## config.mk

```make
export PLATFORM = sky130hd
export DESIGN_NAME = afeenl_dev_flat
export DESIGN_NICKNAME = d
export VERILOG_FILES = /design/src/rtl/afeenl_pkg.sv /design/src/rtl/afeenl_if.sv /design/src/rtl/afeenl_dev.sv /design/src/flat_wrapper.sv
export SDC_FILE = /design/constraint.sdc
export NUM_CORES = 1
export LEC_CHECK = 0
export BUFFER_PORTS_ARGS = -buffer_cell sky130_fd_sc_hd__buf_2
export CORE_UTILIZATION = 45
export DETAILED_ROUTE_END_ITERATION = 8
export PLACE_DENSITY = 0.86
export SLEW_MARGIN = 20
export SYNTH_ARGS = -nofsm -noshare
export SYNTH_HDL_FRONTEND = slang
export SYNTH_SLANG_ARGS = --single-unit
```

## constraint.sdc

```tcl
create_clock -name pclk -period 2.7 [get_ports pclk]
set_clock_uncertainty 0.2 [all_clocks]
set_input_delay 0.135 -clock pclk [delete_from_list [all_inputs] [get_ports pclk]]
set_output_delay 0.135 -clock pclk [all_outputs]
set_load 0.02 [all_outputs]
```

## src/rtl/afeenl_pkg.sv

```systemverilog
// Package for the AFE enable and line control block.
// Assumes one 50 MHz clock, pclk, shared by both ends.
package afeenl_pkg;
    localparam int CLK_HZ = 50000000;
    localparam int LINE_CLK_HZ = 32768;
    // 32 kHz tick divider
    localparam int LINE_DIV = CLK_HZ / LINE_CLK_HZ;
    localparam logic [10:0] LINE_DIV_LAST = 11'(LINE_DIV - 1);
    // Deglitch lengths in 32 kHz ticks, per code
    localparam logic [3:0] DEG_TICKS_0 = 4'h1;
    localparam logic [3:0] DEG_TICKS_1 = 4'h2;
    localparam logic [3:0] DEG_TICKS_2 = 4'h4;
    localparam logic [3:0] DEG_TICKS_3 = 4'h8;
    // Config word layout (host to device)
    localparam int CODE_W = 8;
    localparam logic [1:0] BIN_RESET = 2'h0;
    // Host register offsets on APB
    localparam logic [7:0] OFS_BIN = 8'h00;
    localparam logic [7:0] OFS_LED = 8'h04;
    localparam logic [7:0] OFS_CODES = 8'h08;
    localparam logic [7:0] OFS_CO = 8'h0c;
    localparam logic [7:0] OFS_EN = 8'h10;
    localparam logic [7:0] OFS_LINE = 8'h14;
    localparam logic [7:0] OFS_STAT = 8'h18;
    // LED register fields
    localparam int LED_PULSE = 0;
    localparam int LED_GATE = 1;
    localparam int LED_SEL = 2;
    localparam int LED_GPIO_EN = 3;
    localparam int LED_GPIO_SEL = 4;
    localparam int LED_GPIO_LVL = 5;
    localparam int LED_TCA = 8;
    localparam int LED_TCB = 10;
    localparam int LED_LDOV = 12;
    // CO register fields
    localparam int CO_SW = 0;
    localparam int CO_GAIN = 3;
    localparam int CO_MVREF = 5;
    localparam int CO_MVEN = 7;
    localparam int CO_R300 = 8;
    localparam int CO_TEST_EN = 9;
    localparam int CO_TEST_DIR = 10;
    // Enable register fields
    localparam int EN_PAMP = 0;
    localparam int EN_PGAIN = 1;
    localparam int EN_LDO = 2;
    localparam int EN_OTS = 3;
    localparam int EN_TX = 4;
    localparam int EN_PHOTO_REF_PIN = 5;
    localparam int EN_MUX = 8;
    localparam int EN_MUXBYP = 11;
    // Line register fields
    localparam int LN_TX1 = 0;
    localparam int LN_TX2 = 1;
    localparam int LN_HYS = 4;
    localparam int LN_DEG = 6;
endpackage

```

## src/rtl/afeenl_if.sv

```systemverilog
// Pins between the microcontroller end and the AFE control end.
// Assumes both ends run on the same pclk.
`timescale 1ns/1ps
interface afeenl_if;
    import afeenl_pkg::*;
    logic led_pulse_pin;
    logic gpio_pin;
    logic led_pin_gate_bit;
    logic led_driver_select;
    logic gpio_led_enable;
    logic gpio_led_select;
    logic [CODE_W-1:0] led_a_current_code;
    logic [CODE_W-1:0] led_b_current_code;
    logic [1:0] led_a_temp_comp;
    logic [1:0] led_b_temp_comp;
    logic [3:0] led_reg_voltage;
    logic [2:0] co_resistor_switches;
    logic [1:0] co_gain_select;
    logic [1:0] co_millivolt_ref;
    logic co_mv_ref_enable;
    logic co_ref300_enable;
    logic co_test_enable;
    logic co_test_direction;
    logic photo_input_amp_enable;
    logic photo_gain_amp_enable;
    logic led_regulator_enable;
    logic overtemp_monitor_enable;
    logic line_tx_enable;
    logic photo_ref_select;
    logic [2:0] analog_mux_select;
    logic mux_bypass;
    logic host_tx_in_1;
    logic host_tx_in_2;
    logic [1:0] line_rx_hysteresis;
    logic [1:0] line_rx_deglitch;
    logic [1:0] sense_voltage_bin;
    logic line_rx_out;
    modport dev (
        input led_pulse_pin, gpio_pin, led_pin_gate_bit, led_driver_select,
        input gpio_led_enable, gpio_led_select, led_a_current_code,
        input led_b_current_code, led_a_temp_comp, led_b_temp_comp, led_reg_voltage,
        input co_resistor_switches, co_gain_select, co_millivolt_ref,
        input co_mv_ref_enable, co_ref300_enable, co_test_enable, co_test_direction,
        input photo_input_amp_enable, photo_gain_amp_enable, led_regulator_enable,
        input overtemp_monitor_enable, line_tx_enable, photo_ref_select,
        input analog_mux_select, mux_bypass, host_tx_in_1, host_tx_in_2,
        input line_rx_hysteresis, line_rx_deglitch,
        output sense_voltage_bin, line_rx_out
    );
    modport host (
        output led_pulse_pin, gpio_pin, led_pin_gate_bit, led_driver_select,
        output gpio_led_enable, gpio_led_select, led_a_current_code,
        output led_b_current_code, led_a_temp_comp, led_b_temp_comp, led_reg_voltage,
        output co_resistor_switches, co_gain_select, co_millivolt_ref,
        output co_mv_ref_enable, co_ref300_enable, co_test_enable, co_test_direction,
        output photo_input_amp_enable, photo_gain_amp_enable, led_regulator_enable,
        output overtemp_monitor_enable, line_tx_enable, photo_ref_select,
        output analog_mux_select, mux_bypass, host_tx_in_1, host_tx_in_2,
        output line_rx_hysteresis, line_rx_deglitch,
        input sense_voltage_bin, line_rx_out
    );
endinterface

```

## src/rtl/afeenl_dev.sv

```systemverilog
// Device end: LED gating, CO switch control, line pass-through and
// receiver filter, bias and oscillator enables.
// Assumes host-side pins are synchronous to pclk; the comparator is not.
//
// Contract
// - LED sink runs only with pin and gate
// - Select bit routes pulse to driver A/B
// - General-purpose pin may enable either driver
// - Eight-bit current code, four compensation settings
// - Sense voltage bin readable at offset zero
// - Host writes codes before enabling driver
// - Host keeps pulses short, duty low
// - CO resistors disconnect independently
// - CO gain resistor follows gain bits
// - Never both CO references at once
// - CO test switch only without photo reference
// - Transmit outputs follow host inputs when enabled
// - Receiver synchronized to 32 kHz, then deglitched
// - Hysteresis and deglitch from register fields
// - Bias on when any listed block enabled
// - Oscillator on only with photo input amp
// - Mux bypass keeps bias request
// - LED regulator voltage from register field
// - Photo reference 50 mV only when selected, amp on
`timescale 1ns/1ps
module afeenl_dev
    import afeenl_pkg::*;
(
    // Clock and reset
    input wire logic pclk,
    input wire logic presetn,
    // Host pins
    afeenl_if.dev pins,
    // Analog side
    input wire logic line_rx_comp,
    input wire logic [1:0] bin_strap,
    output logic led_a_on,
    output logic led_b_on,
    output logic [CODE_W-1:0] led_a_code,
    output logic [CODE_W-1:0] led_b_code,
    output logic [1:0] led_a_tc,
    output logic [1:0] led_b_tc,
    output logic [3:0] led_ldo_voltage,
    output logic [2:0] co_sw_closed,
    output logic [1:0] co_gain,
    output logic [1:0] co_mv_level,
    output logic co_mv_on,
    output logic co_ref300_on,
    output logic co_pullup_on,
    output logic co_pulldown_on,
    output logic photo_ref_50mv,
    output logic line_tx_out_1,
    output logic line_tx_out_2,
    output logic [1:0] line_rx_hys,
    output logic bias_enable,
    output logic osc_enable
);
    typedef struct packed {
        logic [10:0] div;
        logic sync1;
        logic sync2;
        logic [3:0] cnt;
        logic filt;
        logic [1:0] bin;
        logic bin_taken;
        logic [CODE_W-1:0] code_a;
        logic [CODE_W-1:0] code_b;
        logic [1:0] tc_a;
        logic [1:0] tc_b;
        logic [3:0] ldo_v;
        logic [2:0] co_sw;
        logic [1:0] co_gain;
        logic [1:0] co_mv;
        logic [1:0] rx_hys;
    } afeenl_dev_st_t;

    afeenl_dev_st_t st_reg, st_next;
    logic tick;
    logic pulse_a, pulse_b, gpio_a, gpio_b;

    function automatic logic [3:0] deg_len(input logic [1:0] code);
        unique case (code)
            2'h0: deg_len = DEG_TICKS_0;
            2'h1: deg_len = DEG_TICKS_1;
            2'h2: deg_len = DEG_TICKS_2;
            2'h3: deg_len = DEG_TICKS_3;
        endcase
    endfunction

    assign tick = (st_reg.div == LINE_DIV_LAST);

    always_comb begin
        st_next = st_reg;
        st_next.div = tick ? 11'h000 : st_reg.div + 11'h001;
        // Settings held in flops so the analog side never sees decode glitches
        st_next.code_a = pins.led_a_current_code;
        st_next.code_b = pins.led_b_current_code;
        st_next.tc_a = pins.led_a_temp_comp;
        st_next.tc_b = pins.led_b_temp_comp;
        st_next.ldo_v = pins.led_reg_voltage;
        st_next.co_sw = pins.co_resistor_switches;
        st_next.co_gain = pins.co_gain_select;
        st_next.co_mv = pins.co_millivolt_ref;
        st_next.rx_hys = pins.line_rx_hysteresis;
        // Strap caught after reset release, not in reset
        if (!st_reg.bin_taken) begin
            st_next.bin = bin_strap;
            st_next.bin_taken = 1'b1;
        end
        if (tick) begin
            st_next.sync1 = line_rx_comp;
            st_next.sync2 = st_reg.sync1;
            if (st_reg.sync2 == st_reg.filt) begin
                st_next.cnt = 4'h0;
            end else if (st_reg.cnt + 4'h1 >= deg_len(pins.line_rx_deglitch)) begin
                st_next.filt = st_reg.sync2;
                st_next.cnt = 4'h0;
            end else begin
                st_next.cnt = st_reg.cnt + 4'h1;
            end
        end
    end

    always_ff @(posedge pclk or negedge presetn) begin
        if (!presetn) begin
            st_reg <= '{
                div: 11'h000,
                sync1: 1'b0,
                sync2: 1'b0,
                cnt: 4'h0,
                filt: 1'b0,
                bin: BIN_RESET,
                bin_taken: 1'b0,
                code_a: '0,
                code_b: '0,
                tc_a: 2'h0,
                tc_b: 2'h0,
                ldo_v: 4'h0,
                co_sw: 3'h0,
                co_gain: 2'h0,
                co_mv: 2'h0,
                rx_hys: 2'h0
            };
        end else begin
            st_reg <= st_next;
        end
    end

    assign pins.sense_voltage_bin = st_reg.bin;
    assign pins.line_rx_out = st_reg.filt;
    assign line_rx_hys = st_reg.rx_hys;

    // Pin pulse gated by the gate bit, routed by the select bit
    assign pulse_a = pins.led_pulse_pin & pins.led_pin_gate_bit & ~pins.led_driver_select;
    assign pulse_b = pins.led_pulse_pin & pins.led_pin_gate_bit & pins.led_driver_select;
    // Gpio enable still needs the gate bit
    assign gpio_a = pins.gpio_led_enable & ~pins.gpio_led_select & pins.gpio_pin
                    & pins.led_pin_gate_bit;
    assign gpio_b = pins.gpio_led_enable & pins.gpio_led_select & pins.gpio_pin
                    & pins.led_pin_gate_bit;
    assign led_a_on = pulse_a | gpio_a;
    assign led_b_on = pulse_b | gpio_b;
    assign led_a_code = st_reg.code_a;
    assign led_b_code = st_reg.code_b;
    assign led_a_tc = st_reg.tc_a;
    assign led_b_tc = st_reg.tc_b;
    assign led_ldo_voltage = st_reg.ldo_v;

    assign co_sw_closed = st_reg.co_sw;
    assign co_gain = st_reg.co_gain;
    assign co_mv_level = st_reg.co_mv;
    // 300 mV reference wins if both requested
    assign co_ref300_on = pins.co_ref300_enable;
    assign co_mv_on = pins.co_mv_ref_enable & ~pins.co_ref300_enable;
    assign photo_ref_50mv = pins.photo_ref_select
                            & (pins.photo_input_amp_enable | pins.photo_gain_amp_enable);
    // Test switch blocked while photo amp uses the pin
    assign co_pulldown_on = pins.co_test_enable & ~pins.co_test_direction
                            & ~photo_ref_50mv;
    assign co_pullup_on = pins.co_test_enable & pins.co_test_direction
                          & ~photo_ref_50mv;

    assign line_tx_out_1 = pins.line_tx_enable & pins.host_tx_in_1;
    assign line_tx_out_2 = pins.line_tx_enable & pins.host_tx_in_2;

    // Mux bypass deliberately not in this term
    assign bias_enable = pins.photo_input_amp_enable | (pins.analog_mux_select != 3'h0)
                         | pins.led_regulator_enable | pins.photo_gain_amp_enable
                         | led_a_on | led_b_on | pins.overtemp_monitor_enable
                         | pins.line_tx_enable;
    assign osc_enable = pins.photo_input_amp_enable;
endmodule

```

## src/flat_wrapper.sv

```systemverilog
// flat-port wrapper written by rule: the top's interface ports become plain ports
module afeenl_dev_flat import afeenl_pkg::*;
  (pclk, presetn, line_rx_comp, bin_strap, led_a_on, led_b_on, led_a_code, led_b_code, led_a_tc, led_b_tc, led_ldo_voltage, co_sw_closed, co_gain, co_mv_level, co_mv_on, co_ref300_on, co_pullup_on, co_pulldown_on, photo_ref_50mv, line_tx_out_1, line_tx_out_2, line_rx_hys, bias_enable, osc_enable, pins_led_pulse_pin, pins_gpio_pin, pins_led_pin_gate_bit, pins_led_driver_select, pins_gpio_led_enable, pins_gpio_led_select, pins_led_a_current_code, pins_led_b_current_code, pins_led_a_temp_comp, pins_led_b_temp_comp, pins_led_reg_voltage, pins_co_resistor_switches, pins_co_gain_select, pins_co_millivolt_ref, pins_co_mv_ref_enable, pins_co_ref300_enable, pins_co_test_enable, pins_co_test_direction, pins_photo_input_amp_enable, pins_photo_gain_amp_enable, pins_led_regulator_enable, pins_overtemp_monitor_enable, pins_line_tx_enable, pins_photo_ref_select, pins_analog_mux_select, pins_mux_bypass, pins_host_tx_in_1, pins_host_tx_in_2, pins_line_rx_hysteresis, pins_line_rx_deglitch, pins_sense_voltage_bin, pins_line_rx_out);
  afeenl_if pins_i ();
  input wire logic pclk;
  input wire logic presetn;
  input wire logic line_rx_comp;
  input wire logic [1:0] bin_strap;
  output logic led_a_on;
  output logic led_b_on;
  output logic [CODE_W-1:0] led_a_code;
  output logic [CODE_W-1:0] led_b_code;
  output logic [1:0] led_a_tc;
  output logic [1:0] led_b_tc;
  output logic [3:0] led_ldo_voltage;
  output logic [2:0] co_sw_closed;
  output logic [1:0] co_gain;
  output logic [1:0] co_mv_level;
  output logic co_mv_on;
  output logic co_ref300_on;
  output logic co_pullup_on;
  output logic co_pulldown_on;
  output logic photo_ref_50mv;
  output logic line_tx_out_1;
  output logic line_tx_out_2;
  output logic [1:0] line_rx_hys;
  output logic bias_enable;
  output logic osc_enable;
  input wire logic [$bits(pins_i.led_pulse_pin)-1:0] pins_led_pulse_pin;
  input wire logic [$bits(pins_i.gpio_pin)-1:0] pins_gpio_pin;
  input wire logic [$bits(pins_i.led_pin_gate_bit)-1:0] pins_led_pin_gate_bit;
  input wire logic [$bits(pins_i.led_driver_select)-1:0] pins_led_driver_select;
  input wire logic [$bits(pins_i.gpio_led_enable)-1:0] pins_gpio_led_enable;
  input wire logic [$bits(pins_i.gpio_led_select)-1:0] pins_gpio_led_select;
  input wire logic [$bits(pins_i.led_a_current_code)-1:0] pins_led_a_current_code;
  input wire logic [$bits(pins_i.led_b_current_code)-1:0] pins_led_b_current_code;
  input wire logic [$bits(pins_i.led_a_temp_comp)-1:0] pins_led_a_temp_comp;
  input wire logic [$bits(pins_i.led_b_temp_comp)-1:0] pins_led_b_temp_comp;
  input wire logic [$bits(pins_i.led_reg_voltage)-1:0] pins_led_reg_voltage;
  input wire logic [$bits(pins_i.co_resistor_switches)-1:0] pins_co_resistor_switches;
  input wire logic [$bits(pins_i.co_gain_select)-1:0] pins_co_gain_select;
  input wire logic [$bits(pins_i.co_millivolt_ref)-1:0] pins_co_millivolt_ref;
  input wire logic [$bits(pins_i.co_mv_ref_enable)-1:0] pins_co_mv_ref_enable;
  input wire logic [$bits(pins_i.co_ref300_enable)-1:0] pins_co_ref300_enable;
  input wire logic [$bits(pins_i.co_test_enable)-1:0] pins_co_test_enable;
  input wire logic [$bits(pins_i.co_test_direction)-1:0] pins_co_test_direction;
  input wire logic [$bits(pins_i.photo_input_amp_enable)-1:0] pins_photo_input_amp_enable;
  input wire logic [$bits(pins_i.photo_gain_amp_enable)-1:0] pins_photo_gain_amp_enable;
  input wire logic [$bits(pins_i.led_regulator_enable)-1:0] pins_led_regulator_enable;
  input wire logic [$bits(pins_i.overtemp_monitor_enable)-1:0] pins_overtemp_monitor_enable;
  input wire logic [$bits(pins_i.line_tx_enable)-1:0] pins_line_tx_enable;
  input wire logic [$bits(pins_i.photo_ref_select)-1:0] pins_photo_ref_select;
  input wire logic [$bits(pins_i.analog_mux_select)-1:0] pins_analog_mux_select;
  input wire logic [$bits(pins_i.mux_bypass)-1:0] pins_mux_bypass;
  input wire logic [$bits(pins_i.host_tx_in_1)-1:0] pins_host_tx_in_1;
  input wire logic [$bits(pins_i.host_tx_in_2)-1:0] pins_host_tx_in_2;
  input wire logic [$bits(pins_i.line_rx_hysteresis)-1:0] pins_line_rx_hysteresis;
  input wire logic [$bits(pins_i.line_rx_deglitch)-1:0] pins_line_rx_deglitch;
  output wire logic [$bits(pins_i.sense_voltage_bin)-1:0] pins_sense_voltage_bin;
  output wire logic [$bits(pins_i.line_rx_out)-1:0] pins_line_rx_out;
  assign pins_i.led_pulse_pin = pins_led_pulse_pin;
  assign pins_i.gpio_pin = pins_gpio_pin;
  assign pins_i.led_pin_gate_bit = pins_led_pin_gate_bit;
  assign pins_i.led_driver_select = pins_led_driver_select;
  assign pins_i.gpio_led_enable = pins_gpio_led_enable;
  assign pins_i.gpio_led_select = pins_gpio_led_select;
  assign pins_i.led_a_current_code = pins_led_a_current_code;
  assign pins_i.led_b_current_code = pins_led_b_current_code;
  assign pins_i.led_a_temp_comp = pins_led_a_temp_comp;
  assign pins_i.led_b_temp_comp = pins_led_b_temp_comp;
  assign pins_i.led_reg_voltage = pins_led_reg_voltage;
  assign pins_i.co_resistor_switches = pins_co_resistor_switches;
  assign pins_i.co_gain_select = pins_co_gain_select;
  assign pins_i.co_millivolt_ref = pins_co_millivolt_ref;
  assign pins_i.co_mv_ref_enable = pins_co_mv_ref_enable;
  assign pins_i.co_ref300_enable = pins_co_ref300_enable;
  assign pins_i.co_test_enable = pins_co_test_enable;
  assign pins_i.co_test_direction = pins_co_test_direction;
  assign pins_i.photo_input_amp_enable = pins_photo_input_amp_enable;
  assign pins_i.photo_gain_amp_enable = pins_photo_gain_amp_enable;
  assign pins_i.led_regulator_enable = pins_led_regulator_enable;
  assign pins_i.overtemp_monitor_enable = pins_overtemp_monitor_enable;
  assign pins_i.line_tx_enable = pins_line_tx_enable;
  assign pins_i.photo_ref_select = pins_photo_ref_select;
  assign pins_i.analog_mux_select = pins_analog_mux_select;
  assign pins_i.mux_bypass = pins_mux_bypass;
  assign pins_i.host_tx_in_1 = pins_host_tx_in_1;
  assign pins_i.host_tx_in_2 = pins_host_tx_in_2;
  assign pins_i.line_rx_hysteresis = pins_line_rx_hysteresis;
  assign pins_i.line_rx_deglitch = pins_line_rx_deglitch;
  assign pins_sense_voltage_bin = pins_i.sense_voltage_bin;
  assign pins_line_rx_out = pins_i.line_rx_out;
  afeenl_dev u_core (.pclk(pclk), .presetn(presetn), .pins(pins_i), .line_rx_comp(line_rx_comp), .bin_strap(bin_strap), .led_a_on(led_a_on), .led_b_on(led_b_on), .led_a_code(led_a_code), .led_b_code(led_b_code), .led_a_tc(led_a_tc), .led_b_tc(led_b_tc), .led_ldo_voltage(led_ldo_voltage), .co_sw_closed(co_sw_closed), .co_gain(co_gain), .co_mv_level(co_mv_level), .co_mv_on(co_mv_on), .co_ref300_on(co_ref300_on), .co_pullup_on(co_pullup_on), .co_pulldown_on(co_pulldown_on), .photo_ref_50mv(photo_ref_50mv), .line_tx_out_1(line_tx_out_1), .line_tx_out_2(line_tx_out_2), .line_rx_hys(line_rx_hys), .bias_enable(bias_enable), .osc_enable(osc_enable));
endmodule
```

==> impl_metrics.py, run 1 <==
metrics = {
    "status": {
        "status": "finished clean",
    },
    "clock_network": {
        "cts.path.max_buffers": 2,
        "worst_skew_pair.late_latency_ns": 0.30,
        "cts_tree": "done",
        "cts_made_buffers": 5,
        "root_buffer": "clkbuf_8",
        "htree_levels": 2,
        "cts.repair.resized": 0,
        "path_clk_slew_ns": 0.09,
        "cts_sinks": 54,
    },
    "synthesis": {
        "synthesis.area_um2": 2280,
        "synth_edf_count": 0,
        "syn_nets": 259,
        "synthCells": 190,
        "synthFlopType": "dfrtp_1",
        "synth.distinct_cells": 35,
        "yosysSeqAreaShare": 0.5928,
        "ys_top_cells_by_area": "dfrtp_1 59%, buf_4 12%, ha_1 3.8%, nand2_1 2.1%, xor2_1 1.9%",
        "ys_warn_count": 0,
        "synth_seq_cells": 54,
        "synth.top_cell.area_share": 0.5928,
        "avgSynthCellArea_um2": 12.00,
        "synth_area_leader_cell": "dfrtp_1",
        "async_flop_share": 1.000,
    },
    "grt": {
        "grt_overflow": 0,
        "grt_busiest_layer": "met2",
        "grt_pass1_wl_mm": 7.120,
        "gr-usage-met2": 0.3220,
        "grt_pass1_vias": 1675,
        "grt_use_total": 0.1751,
        "groute.layer.met1.usage": 0.1937,
        "grt_max_degree": 44,
        "gr-usage-met3": 0.04972,
        "antenna_found_initial": 0,
    },
    "sta": {
        "period_share": 0.7901,
        "worst_slew_pin_slew_ns": 0.9089,
        "grt_setup_unrepaired": "no",
        "fmax_mhz": 468.8,
        "slew_headroom": 0.3940,
        "finalHoldViolCount": 0,
        "min_period_ns": 2.133,
        "report.final.slew_viol_count": 0,
        "setup_viol": 0,
        "finalSetupTns_ns": 0,
    },
    "critical_path": {
        "r2r_setup_slack_ns": 0.57,
        "r2r_end": "u_core.st_reg[37]",
        "cp_max_fo": 4,
        "crit_slowest_cell": "dfrtp_1",
        "critical_path.cell_chain": "ha_1 > xor2_1 > ha_1 > o211ai_1 > o211ai_1 > nor2_1 > mux2_2",
        "crit_type": "reg2reg",
        "crit_required_ns": 2.70,
        "r2r_start": "u_core.st_reg[37]",
        "arrival_ns": 2.13,
        "crit_path_end_kind": "register",
        "cp_slowest_stage_delay_ns": 0.44,
        "cp-start-kind": "register",
        "critical_path_buf_inv_count": 0,
        "reg2regPathDepth": 7,
        "crit_family": "adder cells",
    },
    "place": {
        "dp.cells": 327,
        "hpwl_mm": 3.002,
        "place.gp.congestion": 0.8289,
        "io_buffers": 107,
    },
    "flow_run": {
        "maxCapViolCount": 0,
    },
    "routing": {
        "drt_first_iter_violations": 30,
        "vias": 1665,
        "first_pass_iters": 4,
        "wirelength_mm": 4.463,
        "wire_per_inst_um": 12.00,
        "drtAntennaViolNets": 0,
        "drc": 0,
        "vias_per_cell": 4.476,
    },
    "die": {
        "die_w_um": 73.18,
        "placeableCoreArea_um2": 4786,
        "rows": 25,
        "fp.dieArea_um2": 5355,
        "die_h_um": 73.18,
        "start_util": 0.4763,
        "io_pins": 109,
    },
    "worst_hold_path": {
        "hold_depth": 2,
        "worstHoldStart": "pins_co_millivolt_ref[1]",
        "min_to": "u_core.co_mv_level[1]",
        "min_path_type": "in2reg",
    },
    "power_and_ir_drop": {
        "powerDensity_nw_per_um2": 508.0,
        "ir_worst_vdd_v": 0.0002811,
        "p_leak_nw": 1.592,
    },
    "finish": {
        "final_cell_mix": "107 x buf_2, 54 x dfrtp_1, 37 x dlygate4sd3_1",
        "nets": 373,
        "fill_cells": 365,
        "layoutNonFillerInstCount": 372,
        "layout-drive-gt1-share": 0.4033,
        "syn2layout_area_growth_pct": 36.17,
        "diodes": 0,
        "final_common_cell": "buf_2",
        "largest_register_ffs": 18,
    },
}
-- final cells by class --
class | count | area [um2] | area share
Timing Repair Buffer | 146 | 920.9 | 0.2967
Tap cell | 67 | 83.83 | 0.02701
Clock buffer | 5 | 68.82 | 0.02217
Clock inverter | 3 | 43.79 | 0.01411
Multi-Input combinational cell | 93 | 620.6 | 0.1999
Inverter | 4 | 15.01 | 0.004837
Sequential cell | 54 | 1351 | 0.4353
-- metal layers --
layer  up-vias  part of all wire
li1        821                 -
met1       780              0.38
met2        55              0.53
met3         9             0.065
met4         0             0.020
met5         -                 0
-- synthesized netlist by cell type (2+ instances only) --
library cell	count
a21o_1	2
a21oi_1	3
a22o_1	3
and2_1	4
and3_1	3
buf_4	37
dfrtp_1	54
ha_1	7
inv_1	4
mux2_2	3
nand2_1	13
nand2b_1	3
nand3_1	7
nor2_1	9
nor2b_1	3
nor4_1	2
o211ai_1	2
o21ai_0	7
xnor2_1	4
xor2_1	5
-- worst max-delay path by stage --
| stage | to | slack (ns) | cells past startpoint | startpoint |
|---|---|---|---|---|
| 3_3_place_gp | u_core.st_reg[37] | 0.60 | 7 | u_core.st_reg[37] |
| 6_report | u_core.st_reg[37] | 0.57 | 7 | u_core.st_reg[37] |
| 5_1_grt | u_core.st_reg[37] | 0.41 | 6 | u_core.st_reg[37] |
| 2_1_floorplan | u_core.pins.line_rx_out | 0.70 | 7 | u_core.st_reg[37] |
| 3_5_place_dp | u_core.st_reg[37] | 0.56 | 7 | u_core.st_reg[37] |
| 4_1_cts | u_core.st_reg[37] | 0.54 | 7 | u_core.st_reg[37] |
-- power by group --
group | internal [mW] | switching [mW]
Clock | 0.278 | 0.248
Combinational | 0.101 | 0.105
Sequential | 0.836 | 0.00784
-- stage by stage --
step / cell area [um2] / total power [mW] / util / hold WS [ns] / worst slack (ns)
4_1_cts: 3104 / 1.595 / 0.6486 / 0.2588 / 0.5425
2_1_floorplan: 2280 / 0.9678 / - / -0.3606 / 0.7025
3_3_place_gp: 2621 / 1.021 / 0.5477 / 0.04341 / 0.5986
3_5_place_dp: 2621 / 1.025 / 0.5477 / 0.04437 / 0.5558
6_report: 3104 / 1.577 / 0.6486 / 0.2631 / 0.5667
5_1_grt: 3104 / 1.648 / 0.6486 / 0.2554 / 0.4122
-- logic make-up (layout without fill, tap and decap cells) --
family,after synthesis,count (layout),synth area share
AOI/OAI and AO/OA,19,19,0.05324
xor gates and xnor gates,9,9,0.03457
adders and majority gates,7,7,0.03842
buffers and inverters,43,158,0.1350
DFF,54,54,0.5928
muxes,4,4,0.02140
other,1,1,0.001645
and+or+nand+nor,53,53,0.1229
-- worst register-to-register path, cell delays in order (launching register included) --
cell and delay, ns:
dfrtp_1 0.44, ha_1 0.25, xor2_1 0.17, ha_1 0.28, o211ai_1 0.09, o211ai_1 0.21
nor2_1 0.11, mux2_2 0.28
-- repair_timing --
action                                  CTS  global route
endpoints found under the setup margin    0             0
hold buffers                             37             0
hold endpoints to repair                 77             0
setup buffers                             0             0
No activity file was read; power rests on OpenSTA's default activity.
==> inputs of run 2 (changes only) <==
Settings changed: CORE_UTILIZATION 45 to 41, PLACE_DENSITY 0.86 to 0.83.
Clock period 2.7 ns to 1.9 ns, I/O delays scaled along.
==> impl_metrics.py, run 2 (synthesis results as in run 1) <==
metrics = {
    "critical_path": {
        "cp-start-kind": "register",
        "crit_family": "flip-flops",
        "r2r_start": "u_core.st_reg[38]",
        "crit_slowest_cell": "dfrtp_1",
        "reg2regPathDepth": 7,
        "cp_slowest_stage_delay_ns": 0.44,
        "crit_required_ns": 1.89,
        "arrival_ns": 2.08,
        "cp_max_fo": 4,
        "crit_type": "reg2reg",
        "crit_path_end_kind": "register",
        "critical_path_buf_inv_count": 0,
        "r2r_end": "u_core.st_reg[37]",
        "r2r_setup_slack_ns": -0.19,
        "critical_path.cell_chain": "nand3_2 > xnor2_2 > ha_1 > o211ai_1 > o211ai_1 > nor2_2 > mux2_2",
        "path_common_cell": "o211ai_1",
    },
    "place": {
        "place.gp.congestion": 0.7469,
        "io_buffers": 107,
        "hpwl_mm": 3.415,
    },
    "power_and_ir_drop": {
        "power_frac_comb": 0.139,
        "p_leak_nw": 1.630,
        "sw_frac_of_total": 0.2468,
        "powerDensity_nw_per_um2": 680.5,
        "power.switching_mw": 0.5359,
        "p_total_mw": 2.171,
        "power_frac_seq": 0.554,
        "clkPwrFrac": 0.307,
        "ir_worst_vdd_v": 0.0003573,
        "p_int_mw": 1.635,
    },
    "grt": {
        "grt_pass1_wl_mm": 8.342,
        "grt_max_degree": 37,
        "grt_use_total": 0.1819,
        "grt_pass1_vias": 1846,
        "antenna_found_initial": 0,
        "grt_overflow": 0,
    },
    "clock_network": {
        "cts_tree": "done",
        "cts_sinks": 54,
        "cts_made_buffers": 5,
        "root_buffer": "clkbuf_8",
        "htree_levels": 2,
        "worst_skew_pair.late_latency_ns": 0.30,
        "path_clk_slew_ns": 0.09,
        "cts.path.max_buffers": 2,
    },
    "sta": {
        "report.final.slew_viol_count": 0,
        "holdWs_ns": 0.07041,
        "setup_slack_ns": -0.1907,
        "fmax_mhz": 478.3,
        "finalHoldViolCount": 0,
        "period_share": 1.100,
        "min_period_ns": 2.091,
        "grt_setup_unrepaired": "yes",
        "setup_viol": 5,
    },
    "finish": {
        "diodes": 0,
        "syn2layout_area_growth_pct": 39.96,
        "layout-drive-gt1-share": 0.4327,
        "final_cell_mix": "107 x buf_2, 54 x dfrtp_1, 37 x dlygate4sd3_1",
        "nets": 380,
        "largest_register_ffs": 18,
        "fill_cells": 415,
        "final_common_cell": "buf_2",
    },
    "die": {
        "die_h_um": 76.57,
        "io_pins": 109,
        "start_util": 0.4353,
        "die_w_um": 76.57,
        "fp.dieArea_um2": 5862,
        "rows": 26,
        "placeableCoreArea_um2": 5238,
    },
    "routing": {
        "vias": 1785,
        "drc": 0,
        "first_pass_iters": 4,
        "wirelength_mm": 5.105,
        "drtAntennaViolNets": 0,
        "drt_first_iter_violations": 45,
        "wire_per_inst_um": 13.36,
        "vias_per_cell": 4.673,
    },
    "flow_run": {
        "maxCapViolCount": 0,
    },
    "status": {
        "failed_checks": "negative setup slack",
        "status": "complete, but fails checks",
    },
    "worst_hold_path": {
        "min_path_type": "in2async",
    },
}
run 2: through the flow:
step / instances / setup WS, ns / instance area (um2) / utilization / setup TNS (ns)
floorplan: 190 / -0.06097 / 2282 / - / -0.09771
global placement: 336 / -0.1186 / 2685 / 0.5127 / -0.4415
detailed placement: 336 / -0.1909 / 2685 / 0.5127 / -0.7865
CTS: 382 / -0.1567 / 3178 / 0.6068 / -0.5222
global route: 382 / -0.3367 / 3191 / 0.6092 / -1.327
finish: 382 / -0.1907 / 3191 / 0.6092 / -0.6754
run 2: what timing repair did:
action	4_1_cts	5_1_grt
hold endpoints to repair	90	0
setup buffers	1	0
gates resized for setup	3	2
setup endpoints to repair	5	5
pin swaps	6	1
hold buffers	37	0
run 2: power by group through the flow:
| stage | clock network (mW) | logic [mW] | registers [mW] |
|---|---|---|---|
| finish | 0.667 | 0.302 | 1.20 |
| global route | 0.736 | 0.326 | 1.21 |
| CTS | 0.692 | 0.301 | 1.20 |
| detailed placement | 0 | 0.240 | 1.22 |
| global placement | 0 | 0.234 | 1.22 |
| floorplan | 0 | 0.154 | 1.22 |
run 2: worst max path at each step:
stage	from	endpoint	slack (ns)	cells past startpoint
floorplan	u_core.st_reg[37]	u_core.st_reg[37]	-0.06	7
global placement	u_core.st_reg[38]	u_core.st_reg[37]	-0.12	7
detailed placement	u_core.st_reg[38]	u_core.st_reg[37]	-0.19	6
CTS	u_core.st_reg[38]	u_core.st_reg[37]	-0.16	7
global route	u_core.st_reg[38]	u_core.st_reg[37]	-0.34	7
finish	u_core.st_reg[38]	u_core.st_reg[37]	-0.19	7
run 2: routing by layer:
metal / vias to the layer above / part of all wire / GRT usage
li1: 836 / - / -
met3: 12 / 0.055 / 0.04790
met1: 865 / 0.38 / 0.1908
met2: 72 / 0.54 / 0.3324
met4: 0 / 0.022 / 0.09231
met5: - / 0 / 0
run 2: final cells by class:
cell class,instances,area (um2),area share
clock buffers,6,82.58,0.02588
clock inverters,2,16.27,0.005098
inverters,4,15.01,0.004706
multi-input cells,93,651.9,0.2043
flip-flops and latches,54,1351,0.4235
well taps,70,87.58,0.02745
repair buffers,153,985.9,0.3090
